$ cat src/include/frt_pkg.sv
package frt_pkg;
   // ************************************************
   // register addresses on the cpu bus
   // ************************************************
   localparam logic [15:0] TMODE_ADDR = 16'hFF48; // timer_mode_control
   localparam logic [15:0] TONE_ADDR = 16'hFF49; // tone_control
   localparam logic [15:0] CMP_ADDR = 16'hFF4A; // compare, low byte
   localparam logic [15:0] CNT_ADDR = 16'hFF4C; // counter, low byte
   localparam logic [15:0] CAP_ADDR = 16'hFF4E; // capture, low byte

   // ************************************************
   // reset values
   // ************************************************
   localparam logic [7:0] TMODE_RESET = 8'h00;
   localparam logic [7:0] TONE_RESET = 8'h00;
   localparam logic [15:0] CMP_RESET = 16'hFFFF;
   localparam logic [15:0] CNT_RESET = 16'h0000;
   localparam logic [15:0] CNT_ALL_ONES = 16'hFFFF;

   // ************************************************
   // timer_mode_control fields
   // ************************************************
   localparam int TM_OUT_LEVEL = 7; // out_level, read-only
   localparam int TM_WRAP = 6; // wrap_flag
   localparam int TM_EDGE_HI = 5; // edge_sel_high
   localparam int TM_EDGE_LO = 4; // edge_sel_low
   localparam int TM_TOGGLE = 3; // toggle_enable
   localparam int TM_CLK_HI = 2; // clk_sel_high
   localparam int TM_CLK_LO = 1; // clk_sel_low
   localparam int TM_OUT_EN = 0; // out_enable

   // ************************************************
   // tone_control fields
   // ************************************************
   localparam int TN_SEL_HI = 3; // tone_sel_bit2
   localparam int TN_SEL_LO = 1; // tone_sel_bit0
   localparam int TN_OUT_EN = 0; // tone_out_en
   localparam logic [7:0] TONE_WMASK = 8'h0F; // upper nibble stays zero

   // ************************************************
   // prescaler tap masks, named by main clock cycles per tick
   // ************************************************
   localparam logic [6:0] PRE_MASK_4 = 7'h03;
   localparam logic [6:0] PRE_MASK_64 = 7'h3F;
   localparam logic [6:0] PRE_MASK_128 = 7'h7F;

   // ************************************************
   // enumerations
   // ************************************************
   typedef enum logic [1:0] {FRT_EDGE_OFF, FRT_EDGE_RISE, FRT_EDGE_FALL, FRT_EDGE_BOTH} frt_edge_t;
   typedef enum logic [1:0] {FRT_CLK_DIV4, FRT_CLK_DIV64, FRT_CLK_DIV128, FRT_CLK_SUB} frt_clk_t;
endpackage

$ cat src/rtl/frt_timer.sv
// Notes on behaviour
// match of count and compare raises match_irq
// compare takes any value, resets to ones
// software masks irq before compare rewrite
// counter resets to zero, cpu readable
// count undefined after stop release
// byte reads go low then high
// byte and word access to 16-bit registers
// capture copies count, no reset value
// read buffer holds a stable count
// mode control writable, resets to zero
// bit 7 reads timer output level
// wrap flag set on overflow, software clears
// edge select off, rise, fall, both
// toggle enable gates output inversion on match
// count clock div4, div64, div128, subclock
// out enable routes timer output to pin
// software masks irq before clock change
// tone divides count clock by 2^4..2^13
// tone enable drives wave onto tone pin
// software writes zeros to upper tone bits
// tone control writable, resets to zero
// subclock with tone blocks capture and reads
// low read freezes buffer, high read releases
// capture loads count within two clocks
// output starts low when enabled, toggles
// counter increments per tick, wraps, sets flag
// pin edges and ticks synchronised first
`timescale 1ns/1ps
`default_nettype none
module frt_timer #(
   parameter int TONE_WIDTH = 13
) (
   input wire logic clk,
   input wire logic resetn,
   input wire logic [15:0] bus_addr,
   input wire logic bus_wr,
   input wire logic bus_rd,
   input wire logic bus_word,
   input wire logic [15:0] bus_wdata,
   output logic [15:0] bus_rdata,
   input wire logic sub_clk_pin,
   input wire logic capture_pin,
   input wire logic port_latch,
   output logic timer_out_pin,
   output logic tone_pin,
   output logic match_irq
);
   // ************************************************
   // reset release
   // ************************************************
   logic rst_s1_reg; // first stage
   logic rst_n; // released reset

   always_ff @(posedge clk or negedge resetn)
   begin
      if (!resetn)
      begin
         rst_s1_reg <= 1'b0;
         rst_n <= 1'b0;
      end
      else
      begin
         rst_s1_reg <= 1'b1;
         rst_n <= rst_s1_reg;
      end
   end

   // ************************************************
   // pin synchronisers
   // ************************************************
   logic [2:0] sub_sync_reg; // subclock: two sync stages, one history
   logic [2:0] cap_sync_reg; // capture pin: two sync stages, one history

   // only stages 1 and 2 are read by logic
   always_ff @(posedge clk or negedge rst_n)
   begin
      if (!rst_n)
      begin
         sub_sync_reg <= 3'h0;
         cap_sync_reg <= 3'h0;
      end
      else
      begin
         sub_sync_reg <= {sub_sync_reg[1:0], sub_clk_pin};
         cap_sync_reg <= {cap_sync_reg[1:0], capture_pin};
      end
   end

   // ************************************************
   // registers and state
   // ************************************************
   logic [7:0] tmode_reg; // bits 5..0 stored here, 7 and 6 separate
   logic [7:0] tone_reg; // tone_control
   logic [15:0] compare_value_reg;
   logic [15:0] free_count_reg; // free_count
   logic [15:0] capture_value_reg;
   logic [15:0] read_buf_reg; // counter read buffer
   logic frozen_reg; // buffer held between byte reads
   logic out_level_reg; // timer output level
   logic wrap_flag_reg;
   logic eq_prev_reg; // equality one cycle ago
   logic [6:0] pre_reg; // main clock prescaler
   logic [15:0] rdata_reg;

   // ************************************************
   // field wires
   // ************************************************
   wire frt_pkg::frt_edge_t edge_sel =
      frt_pkg::frt_edge_t'(tmode_reg[frt_pkg::TM_EDGE_HI:frt_pkg::TM_EDGE_LO]);
   wire frt_pkg::frt_clk_t clk_sel =
      frt_pkg::frt_clk_t'(tmode_reg[frt_pkg::TM_CLK_HI:frt_pkg::TM_CLK_LO]);
   wire toggle_enable = tmode_reg[frt_pkg::TM_TOGGLE];
   wire out_enable = tmode_reg[frt_pkg::TM_OUT_EN];
   wire [2:0] tone_sel = tone_reg[frt_pkg::TN_SEL_HI:frt_pkg::TN_SEL_LO];
   wire tone_out_en = tone_reg[frt_pkg::TN_OUT_EN];
   wire [7:0] tmode_view = {out_level_reg, wrap_flag_reg, tmode_reg[5:0]};

   // ************************************************
   // address decode
   // ************************************************
   wire sel_tmode = bus_addr == frt_pkg::TMODE_ADDR;
   wire sel_tone = bus_addr == frt_pkg::TONE_ADDR;
   wire sel_cmp_lo = bus_addr == frt_pkg::CMP_ADDR;
   wire sel_cmp_hi = bus_addr == frt_pkg::CMP_ADDR + 16'h0001;
   wire sel_cnt_lo = bus_addr == frt_pkg::CNT_ADDR;
   wire sel_cnt_hi = bus_addr == frt_pkg::CNT_ADDR + 16'h0001;
   wire sel_cap_lo = bus_addr == frt_pkg::CAP_ADDR;
   wire sel_cap_hi = bus_addr == frt_pkg::CAP_ADDR + 16'h0001;

   // byte writes use the low data lane, word writes both lanes
   wire wr_tmode = bus_wr & ~bus_word & sel_tmode;
   wire wr_tone = bus_wr & ~bus_word & sel_tone;
   wire wr_cmp_lo = bus_wr & sel_cmp_lo;
   wire wr_cmp_hi = bus_wr & ((sel_cmp_lo & bus_word) | (sel_cmp_hi & ~bus_word));
   wire [7:0] cmp_hi_data = bus_word ? bus_wdata[15:8] : bus_wdata[7:0];

   // subclock with tone enabled: capture, word counter reads and the byte read buffer hold are off
   wire sub_unsync = (clk_sel == frt_pkg::FRT_CLK_SUB) & tone_out_en;
   wire rd_cnt_lo = bus_rd & ~bus_word & sel_cnt_lo & ~sub_unsync;
   wire rd_cnt_hi = bus_rd & ~bus_word & sel_cnt_hi & ~sub_unsync;

   // ************************************************
   // count clock selection
   // ************************************************
   wire tick4 = (pre_reg & frt_pkg::PRE_MASK_4) == frt_pkg::PRE_MASK_4;
   wire tick64 = (pre_reg & frt_pkg::PRE_MASK_64) == frt_pkg::PRE_MASK_64;
   wire tick128 = (pre_reg & frt_pkg::PRE_MASK_128) == frt_pkg::PRE_MASK_128;
   wire tick_sub = sub_sync_reg[1] & ~sub_sync_reg[2];
   logic count_tick; // one-cycle count enable

   // mux of the four count clocks
   always_comb
   begin
      case (clk_sel)
         frt_pkg::FRT_CLK_DIV4: count_tick = tick4;
         frt_pkg::FRT_CLK_DIV64: count_tick = tick64;
         frt_pkg::FRT_CLK_DIV128: count_tick = tick128;
         default: count_tick = tick_sub;
      endcase
   end

   // ************************************************
   // event wires
   // ************************************************
   wire count_eq = free_count_reg == compare_value_reg;
   wire match_pulse = count_eq & ~eq_prev_reg;
   wire wrap_set = count_tick & (free_count_reg == frt_pkg::CNT_ALL_ONES);
   wire cap_rise = cap_sync_reg[1] & ~cap_sync_reg[2];
   wire cap_fall = ~cap_sync_reg[1] & cap_sync_reg[2];
   wire cap_hit = ~sub_unsync & (((edge_sel == frt_pkg::FRT_EDGE_RISE) & cap_rise) |
      ((edge_sel == frt_pkg::FRT_EDGE_FALL) & cap_fall) |
      ((edge_sel == frt_pkg::FRT_EDGE_BOTH) & (cap_rise | cap_fall)));
   wire en_rise = wr_tmode & bus_wdata[frt_pkg::TM_OUT_EN] & ~out_enable;

   // ************************************************
   // next values
   // ************************************************
   wire [15:0] free_count_next = count_tick ? free_count_reg + 16'h0001 : free_count_reg;
   wire frozen_next = rd_cnt_lo ? 1'b1 : (rd_cnt_hi ? 1'b0 : frozen_reg);
   wire [15:0] read_buf_next = (frozen_reg | rd_cnt_lo) ? read_buf_reg : free_count_reg;
   wire wrap_flag_next = wrap_set | (wr_tmode ? (wrap_flag_reg & bus_wdata[frt_pkg::TM_WRAP])
      : wrap_flag_reg);
   wire out_level_next = en_rise ? 1'b0 : (match_pulse & toggle_enable ? ~out_level_reg
      : out_level_reg);

   // read data select, unmapped addresses answer zero
   logic [15:0] rdata_next;
   always_comb
   begin
      if (bus_word & sel_cmp_lo)
         rdata_next = compare_value_reg;
      else if (bus_word & sel_cnt_lo)
         rdata_next = sub_unsync ? 16'h0000 : free_count_reg;
      else if (bus_word & sel_cap_lo)
         rdata_next = capture_value_reg;
      else if (bus_word)
         rdata_next = 16'h0000;
      else if (sel_tmode)
         rdata_next = {8'h00, tmode_view};
      else if (sel_tone)
         rdata_next = {8'h00, tone_reg};
      else if (sel_cmp_lo)
         rdata_next = {8'h00, compare_value_reg[7:0]};
      else if (sel_cmp_hi)
         rdata_next = {8'h00, compare_value_reg[15:8]};
      else if (sel_cnt_lo)
         rdata_next = {8'h00, read_buf_reg[7:0]};
      else if (sel_cnt_hi)
         rdata_next = {8'h00, read_buf_reg[15:8]};
      else if (sel_cap_lo)
         rdata_next = {8'h00, capture_value_reg[7:0]};
      else if (sel_cap_hi)
         rdata_next = {8'h00, capture_value_reg[15:8]};
      else
         rdata_next = 16'h0000;
   end

   // ************************************************
   // control registers
   // ************************************************
   always_ff @(posedge clk or negedge rst_n)
   begin
      if (!rst_n)
      begin
         tmode_reg <= frt_pkg::TMODE_RESET;
         tone_reg <= frt_pkg::TONE_RESET;
         compare_value_reg <= frt_pkg::CMP_RESET;
      end
      else
      begin
         if (wr_tmode)
            tmode_reg <= {2'b00, bus_wdata[5:0]};
         if (wr_tone)
            tone_reg <= bus_wdata[7:0] & frt_pkg::TONE_WMASK;
         if (wr_cmp_lo)
            compare_value_reg[7:0] <= bus_wdata[7:0];
         if (wr_cmp_hi)
            compare_value_reg[15:8] <= cmp_hi_data;
      end
   end

   // ************************************************
   // counter, flags, read buffer; count after a stop
   // release is not kept defined
   // ************************************************
   always_ff @(posedge clk or negedge rst_n)
   begin
      if (!rst_n)
      begin
         free_count_reg <= frt_pkg::CNT_RESET;
         read_buf_reg <= frt_pkg::CNT_RESET;
         frozen_reg <= 1'b0;
         wrap_flag_reg <= 1'b0;
         out_level_reg <= 1'b0;
         eq_prev_reg <= 1'b0;
         pre_reg <= 7'h00;
         rdata_reg <= 16'h0000;
      end
      else
      begin
         free_count_reg <= free_count_next;
         read_buf_reg <= read_buf_next;
         frozen_reg <= frozen_next;
         wrap_flag_reg <= wrap_flag_next;
         out_level_reg <= out_level_next;
         eq_prev_reg <= count_eq;
         pre_reg <= pre_reg + 7'h01;
         rdata_reg <= bus_rd ? rdata_next : 16'h0000;
      end
   end

   // capture register keeps no reset value
   always_ff @(posedge clk)
   begin
      if (cap_hit)
         capture_value_reg <= free_count_reg;
   end

   // ************************************************
   // tone divider and outputs
   // ************************************************
   logic tone_wave;
   frt_tone_div #(.WIDTH(TONE_WIDTH)) u_tone (
      .clk(clk),
      .rst_n(rst_n),
      .tick(count_tick),
      .tone_sel(tone_sel),
      .wave(tone_wave)
   );

   assign match_irq = match_pulse;
   assign timer_out_pin = out_enable ? out_level_reg : port_latch;
   assign tone_pin = tone_out_en & tone_wave;
   assign bus_rdata = rdata_reg;
endmodule
`default_nettype wire

$ cat src/rtl/frt_tone_div.sv
`timescale 1ns/1ps
`default_nettype none
// ************************************************
// tone divider: square wave from count clock ticks
// ************************************************
module frt_tone_div #(
   parameter int WIDTH = 13
) (
   input wire logic clk,
   input wire logic rst_n,
   input wire logic tick,
   input wire logic [2:0] tone_sel,
   output logic wave
);
   logic [WIDTH-1:0] div_reg; // tick counter
   logic [WIDTH-1:0] div_next;
   logic sel_bit; // chosen counter bit
   logic wave_reg;

   // counter bit n-1 gives a square wave at tick rate / 2^n
   always_comb
   begin
      div_next = tick ? div_reg + 1'b1 : div_reg;
      case (tone_sel)
         3'h0: sel_bit = div_reg[3];
         3'h1: sel_bit = div_reg[4];
         3'h2: sel_bit = div_reg[7];
         3'h3: sel_bit = div_reg[8];
         3'h4: sel_bit = div_reg[9];
         3'h5: sel_bit = div_reg[10];
         3'h6: sel_bit = div_reg[11];
         default: sel_bit = div_reg[12];
      endcase
   end

   // counter and registered wave
   always_ff @(posedge clk or negedge rst_n)
   begin
      if (!rst_n)
      begin
         div_reg <= '0;
         wave_reg <= 1'b0;
      end
      else
      begin
         div_reg <= div_next;
         wave_reg <= sel_bit;
      end
   end

   assign wave = wave_reg;
endmodule
`default_nettype wire
$ cat config.mk
export PLATFORM = sky130hd
export DESIGN_NAME = frt_timer
export DESIGN_NICKNAME = d
export VERILOG_FILES = /design/src/include/frt_pkg.sv /design/src/rtl/frt_timer.sv /design/src/rtl/frt_tone_div.sv
export SDC_FILE = /design/constraint.sdc
export NUM_CORES = 1
export LEC_CHECK = 0
export ABC_AREA = 0
export CORE_MARGIN = 5
export CORE_UTILIZATION = 55
export CTS_BUF_LIST = sky130_fd_sc_hd__clkbuf_2 sky130_fd_sc_hd__clkbuf_4 sky130_fd_sc_hd__clkbuf_8
export DETAILED_ROUTE_END_ITERATION = 10
export DONT_BUFFER_PORTS = 1
export GPL_ROUTABILITY_DRIVEN = 0
export GPL_TIMING_DRIVEN = 0
export PLACE_DENSITY = 0.81
export SKIP_LAST_GASP = 1
export SLEW_MARGIN = 5
export SYNTH_ARGS = -nofsm -noshare
export SYNTH_HDL_FRONTEND = slang
export SYNTH_HIERARCHICAL = 1
export SYNTH_SLANG_ARGS = --single-unit
$ cat constraint.sdc
create_clock -name clk -period 9.4 [get_ports clk]
set_clock_uncertainty 0.1 [all_clocks]
set_input_delay 0 -clock clk [delete_from_list [all_inputs] [get_ports clk]]
set_output_delay 0 -clock clk [all_outputs]
set_load 0.03 [all_outputs]
Word level (Yosys, flattened, before mapping)
Cells that the tools add are included.
{"block": "classes", "muxes": 23, "n_eq_ne": 25, "magnitude_cmp": 0, "n_bitwise": 43, "n_shift": 0, "div": 0, "mul": 0, "n_reduce_logical": 4, "add_sub_neg": 3}
{"operator": "equality test 16 bit (second input constant)", "n": 9}
{"operator": "two-way mux 16 bit", "n": 5}
{"operator": "two-way mux 8 bit", "n": 10}
{"operator": "bitwise AND 1 bit", "n": 29}
{"operator": "adder 16 x 1 -> 16 bit (second input constant)", "n": 1}
{"operator": "equality test 16 bit", "n": 1}
{"operator": "adder 13 x 1 -> 13 bit (second input constant)", "n": 1}
{"operator": "equality test 2 bit (second input constant)", "n": 5}
{"operator": "equality test 3 bit (second input constant)", "n": 3}
{"operator": "inverter 1 bit", "n": 8}
{"operator": "adder 7 x 1 -> 7 bit (second input constant)", "n": 1}
{"operator": "equality test 7 bit (second input constant)", "n": 1}
{"operator": "case mux 1 bit (7 select lines)", "n": 1}
{"operator": "equality test 3 x 2 -> 1 bit (second input constant)", "n": 2}
{"operator": "equality test 6 bit (second input constant)", "n": 1}
{"operator": "two-way mux 1 bit", "n": 6}
{"operator": "OR 1 bit", "n": 6}
{"operator": "equality test 2 x 1 -> 1 bit (second input constant)", "n": 2}
{"operator": "nonzero test 2 bit", "n": 2}
{"operator": "equality test 3 x 1 -> 1 bit (second input constant)", "n": 1}
{"operator": "zero test 3 bit", "n": 1}
{"operator": "case mux 1 bit (3 select lines)", "n": 1}
{"operator": "zero test 2 bit", "n": 1}
{"block": "word_totals", "reg_bits": 123, "latchBits": 0, "mem_count": 0, "ramBits": 0, "input_bits": 40, "romBits": 0, "output_inout_bits": 19}

Logic depth before layout (Yosys ltp)
{"block": "logic_depth", "depth_word": 14, "depth_mapped": 9}

Cells and area by module
Netlist, hierarchy kept.
{"mod": "frt_timer", "cells_each": 467, "area_per_inst_um2": 5434.0, "n_inst": 1}
{"mod": "frt_tone_div", "cells_each": 52, "area_per_inst_um2": 685.7, "n_inst": 1}

Worst setup path after synthesis
OpenSTA, ideal clock, no wires.
{"block": "synth_path", "kind": "in2reg", "start": "input bus_addr[5]", "end": "register read_buf_reg[10]", "cell_stages": 9, "setup_time_ns": 0.125, "required_ns": 9.175, "arrival_time_ns": 2.302, "setup_slack_ns": 6.873, "cell_sequence": "or3b_1 -> or4_4 -> buf_6 -> or4_4 -> nor2_2 -> or2_1 -> buf_6 -> buf_12 -> mux2_4"}
{"block": "synth_between", "elab_chain_cells": 4}
{"element": "start, declared", "line": "frt_timer.sv:36", "source": "input wire logic [15:0] bus_addr,"}
{"element": "equality test 16 bit", "line": "frt_timer.sv:126", "source": "wire sel_cnt_lo = bus_addr == frt_pkg::CNT_ADDR;"}
{"element": "bitwise AND 1 bit (2 in a row)", "line": "frt_timer.sv:140", "source": "wire rd_cnt_lo = bus_rd & ~bus_word & sel_cnt_lo & ~sub_unsync;"}
{"element": "OR 1 bit", "line": "frt_timer.sv:181", "source": "wire [15:0] read_buf_next = (frozen_reg | rd_cnt_lo) ? read_buf_reg : free_count_reg;"}
{"element": "end signal, assigned", "line": "frt_timer.sv:252", "source": "read_buf_reg <= frt_pkg::CNT_RESET;"}
{"element": "end signal, assigned", "line": "frt_timer.sv:263", "source": "read_buf_reg <= read_buf_next;"}
{"element": "end, declared", "line": "frt_timer.sv:98", "source": "logic [15:0] read_buf_reg;"}
Every way passes these cells.
A chain may end at the register's enable or synchronous reset.

Final worst setup path
{"block": "layout_path", "start": "register tmode_reg[2]", "end": "register rdata_reg[0], in the netlist bus_rdata[0]"}
{"block": "layout_between", "elab_chain_cells": 6}
{"element": "start, declared", "line": "frt_timer.sv:93", "source": "logic [7:0] tmode_reg;"}
{"element": "start signal, assigned", "line": "frt_timer.sv:226", "source": "tmode_reg <= frt_pkg::TMODE_RESET;"}
{"element": "start signal, assigned", "line": "frt_timer.sv:233", "source": "tmode_reg <= {2'b00, bus_wdata[5:0]};"}
{"element": "equality test 2 bit", "line": "frt_timer.sv:139", "source": "wire sub_unsync = (clk_sel == frt_pkg::FRT_CLK_SUB) & tone_out_en;"}
{"element": "bitwise AND 1 bit", "line": "frt_timer.sv:139"}
{"element": "two-way mux 16 bit", "line": "frt_timer.sv:194", "source": "rdata_next = sub_unsync ? 16'h0000 : free_count_reg;"}
{"element": "two-way mux 16 bit", "line": "frt_timer.sv:193", "source": "else if (bus_word & sel_cnt_lo)"}
{"element": "two-way mux 16 bit", "line": "frt_timer.sv:191", "source": "if (bus_word & sel_cmp_lo)"}
{"element": "two-way mux 16 bit", "line": "frt_timer.sv:269", "source": "rdata_reg <= bus_rd ? rdata_next : 16'h0000;"}
{"element": "end signal, assigned", "line": "frt_timer.sv:269"}
{"element": "end, declared", "line": "frt_timer.sv:104", "source": "logic [15:0] rdata_reg;"}
Every way passes these cells.

==> key figures <==
Status
  – Status: finished clean

Synth
  – Cells after Synth: 519
  – Synth Area in Simple Gates: 13.6%
  – XOR/XNOR Fraction of Synth Area: 7.16%
  – Post-synthesis mux area share: 12.7%
  – Synth Register Bits: 123
  – Main flop type after synthesis: dfrtp_1
  – Synth top area share: 37.2%
  – Biggest area consumer among synthesized cells: dfrtp_1
  – Post-synth EDFFs: 16
  – Synthesized area: 0.00612 mm2
  – Post-Synth Adder-Cell Area: 1.02%
  – Synth area leaders: dfrtp_1, edfxtp_1, dfstp_2
  – Largest family of logic cells by synthesized area: simple AND/OR/NAND/NOR gates
  – Syn_nets: 564
  – Synth async-reset ratio: 87.0%
  – Register area share after synthesis: 51.9%
  – Ys Warns: 6
  – Area fraction in compound gates after synthesis: 8.77%
  – Avg Cell Area, Syn: 11.8 um2
  – Distinct cell type count after synthesis: 68

Place
  – IO Port Bufs: 0
  – DP Area: 0.00633 mm2
  – Detailed placer's ending HPWL: 10.8 mm

Route
  – DRC viols: 0
  – DR top layer: met4
  – Met1 wire length: 5.87 mm
  – Drt via density: 6.46
  – Metal2 WL: 7.82 mm
  – WL per Instance: 22.3 um
  – DRT Pass-1 Iters: 7
  – Detailed-route wire length: 16.1 mm
  – Remaining antenna violation count: 0
  – Vias: 4,664
  – Routed met3 length: 1.59 mm
  – Iteration-0 DRC Markers: 683

Final layout
  – Fillers: 782
  – Commonest non-fill, non-tap cell in the layout: dfrtp_1
  – Diode count: 0
  – Nets@finish: 614
  – Layout cells sized above 1: 20.6%
  – Area Overhead vs Synth: 15.3%
  – Footprint of the multi-input gates: 0.00265 mm2
  – Most frequent cells in the layout: dfrtp_1, nand2_1, xor2_1
  – Design Area, Final: 0.00706 mm2
  – Utilization after layout: 64.8%
  – Reg area: 0.00318 mm2

Power and ir drop
  – Total power: 1130 uW
  – Worst VDD drop: 0.101 mV
  – PwrDens: 160 mW/mm2
  – Sw Pwr: 260 uW
  – Combinational power share: 5.4%
  – Clk pwr share: 45.4%
  – Sw Share: 23.0%
  – Register share of total power: 49.2%
  – Int Pwr: 867 uW
  – Leakage: 0.00300 uW

Min path
  – Hold WC Path Type: input pin to register
  – Hold Path Cell Cnt: 4
  – Hold Crit Start: bus_addr[12]
  – Worst Hold End: out_level_reg$_DFFE_PN0P_

Setup path
  – Peak fanout along the critical path: 7
  – Crit Path Category: register to register
  – Critical Path AT: 3.27 ns
  – CP Launch Type: register
  – Critical R2R Launch: tmode_reg[2]$_DFFE_PN0P_
  – FF-to-FF End: bus_rdata[0]$_DFF_PN0_
  – Crit. End Element: register
  – Worst reg-to-reg path cell count: 7
  – Flop2flop setup slack: 6.41 ns
  – Worst Path Required: 9.68 ns

Clock network
  – CTS Buf Count: 17
  – Clock latency on the worst-skew pair: 0.44 ns
  – CTS tree: built
  – H-tree depth reported by CTS: 4
  – Clock Pin Slew Worst Setup and Hold Paths: 0.08 ns
  – Root buf cell: clkbuf_8
  – Clock Sinks: 123
  – CTS resizes: 0
  – Clock Path Buffers: 2
  – Post-CTS setup buffer count: 0

Global routing
  – Remaining Overflow, GRT: 0
  – Initial antenna violation count: 0
  – Vias in the first global route: 4,805
  – GRT Overall Usage: 25.9%
  – First-pass GRT wire length: 25.9 mm
  – Largest net degree at the start of global routing: 58

Floorplanning
  – Ports: 59
  – Initial core utilization: 56.2%
  – Die X: 115 um
  – Die area: 0.0133 mm2
  – Die height: 115 um
  – CORE AREA: 0.0109 mm2
  – FP Rows: 38

Job
  – Max-Cap Viols: 0

Timing
  – Post-layout min period: 2.99 ns
  – Slew Limit Fails: 0
  – Final hold violations: 0
  – Max Clock Freq: 334 MHz
  – RSZ-0062 raised after global routing: false
  – Final setup violation count: 0
  – Final Cycle Share: 31.8%
  – Relative slew slack: 34.3%
  – Setup TNS: 0 ns
  – Slew @ Worst Pin: 0.972 ns
## per-layer routing
layer	track usage, %	vias to the layer above
li1	-	1987
met1	31.9	2259
met2	41.9	329
met3	7.21	89
met4	13.1	0
met5	0	-
## cell type report
| cell class | count | area share (%) |
|---|---|---|
| plain buffers | 33 | 3.28 |
| clock buffers | 20 | 3.64 |
| clock inverters | 12 | 2.45 |
| inverters | 17 | 0.904 |
| multi-input cells | 346 | 37.5 |
| flip-flops and latches | 123 | 45.1 |
| well taps | 140 | 2.48 |
| repair buffers | 31 | 4.65 |
## critical path: stages, from the launching register on
cell           delay [ns]
dfrtp_1              0.48
nand3_1              0.28
nand3_1              0.15
nor4b_1              0.82
nand2_1              0.11
a21boi_0             0.21
o221a_2              0.22
dlygate4sd3_1        0.55
## per-stage QoR
stage	instances	hold slack, ns	setup WS, ns
4_1_cts	721	0.00319	6.59
3_3_place_gp	659	-0.396	5.07
5_1_grt	722	0.0690	6.34
2_1_floorplan	519	-0.396	6.13
3_5_place_dp	660	-0.396	6.58
6_report	722	0.0779	6.41
## worst max-delay path by stage
stage | from | end | slack (ns) | cells past startpoint
floorplan | rst_n$_DFF_PN0_ | bus_rdata[0]$_DFF_PN0_ | 6.13 | 0
global placement | rst_n$_DFF_PN0_ | bus_rdata[1]$_DFF_PN0_ | 5.07 | 0
detailed placement | bus_addr[5] | bus_rdata[5]$_DFF_PN0_ | 6.58 | 7
CTS | free_count_reg[11]$_DFFE_PN0P_ | match_irq | 6.59 | 5
global route | tmode_reg[2]$_DFFE_PN0P_ | bus_rdata[0]$_DFF_PN0_ | 6.34 | 7
finish | tmode_reg[2]$_DFFE_PN0P_ | bus_rdata[0]$_DFF_PN0_ | 6.41 | 7
## Yosys cell counts, types with 4 or more instances
cell type  count
buf_1          4
dfrtp_1       91
edfxtp_1      16
clkbuf_1      17
nand4_1       11
nand2_1       40
mux4_2         8
nor4_1        11
a221oi_1       4
and3_1         7
nor2_1        23
mux2i_1       13
nor3_1        10
a21oi_1       16
dfstp_2       16
xor2_1        35
ha_1           5
inv_1         15
mux2_4        10
nand2b_1       5
buf_6          4
o21ai_0       21
mux2_2        28
a211oi_1       6
nand3_1       18
xnor2_1       15
a222oi_1       8
## repair_timing
| item | in CTS | in global routing |
|---|---|---|
| hold buffers | 29 | 1 |
| endpoints found under the setup margin | 0 | 0 |
| hold endpoints to repair | 49 | 1 |
## power by group through the flow
stage               Combinational [uW]  Sequential (uW)  Clock [uW]
finish                            60.5              554         512
global route                      65.1              556         541
CTS                               58.8              555         513
detailed placement                47.1              565           0
global placement                  39.5              568           0
floorplan                         32.4              565           0
## logic make-up (layout without fill, tap and decap cells)
kind of cell | after synthesis | in the layout
compound gates | 79 | 79
xor+xnor | 50 | 50
fa+ha+maj | 5 | 5
buf+inv | 50 | 113
flops | 123 | 123
mux | 59 | 59
other cells | 1 | 1
simple gates | 152 | 152
Note: power is estimated with default switching activity, not from simulation.
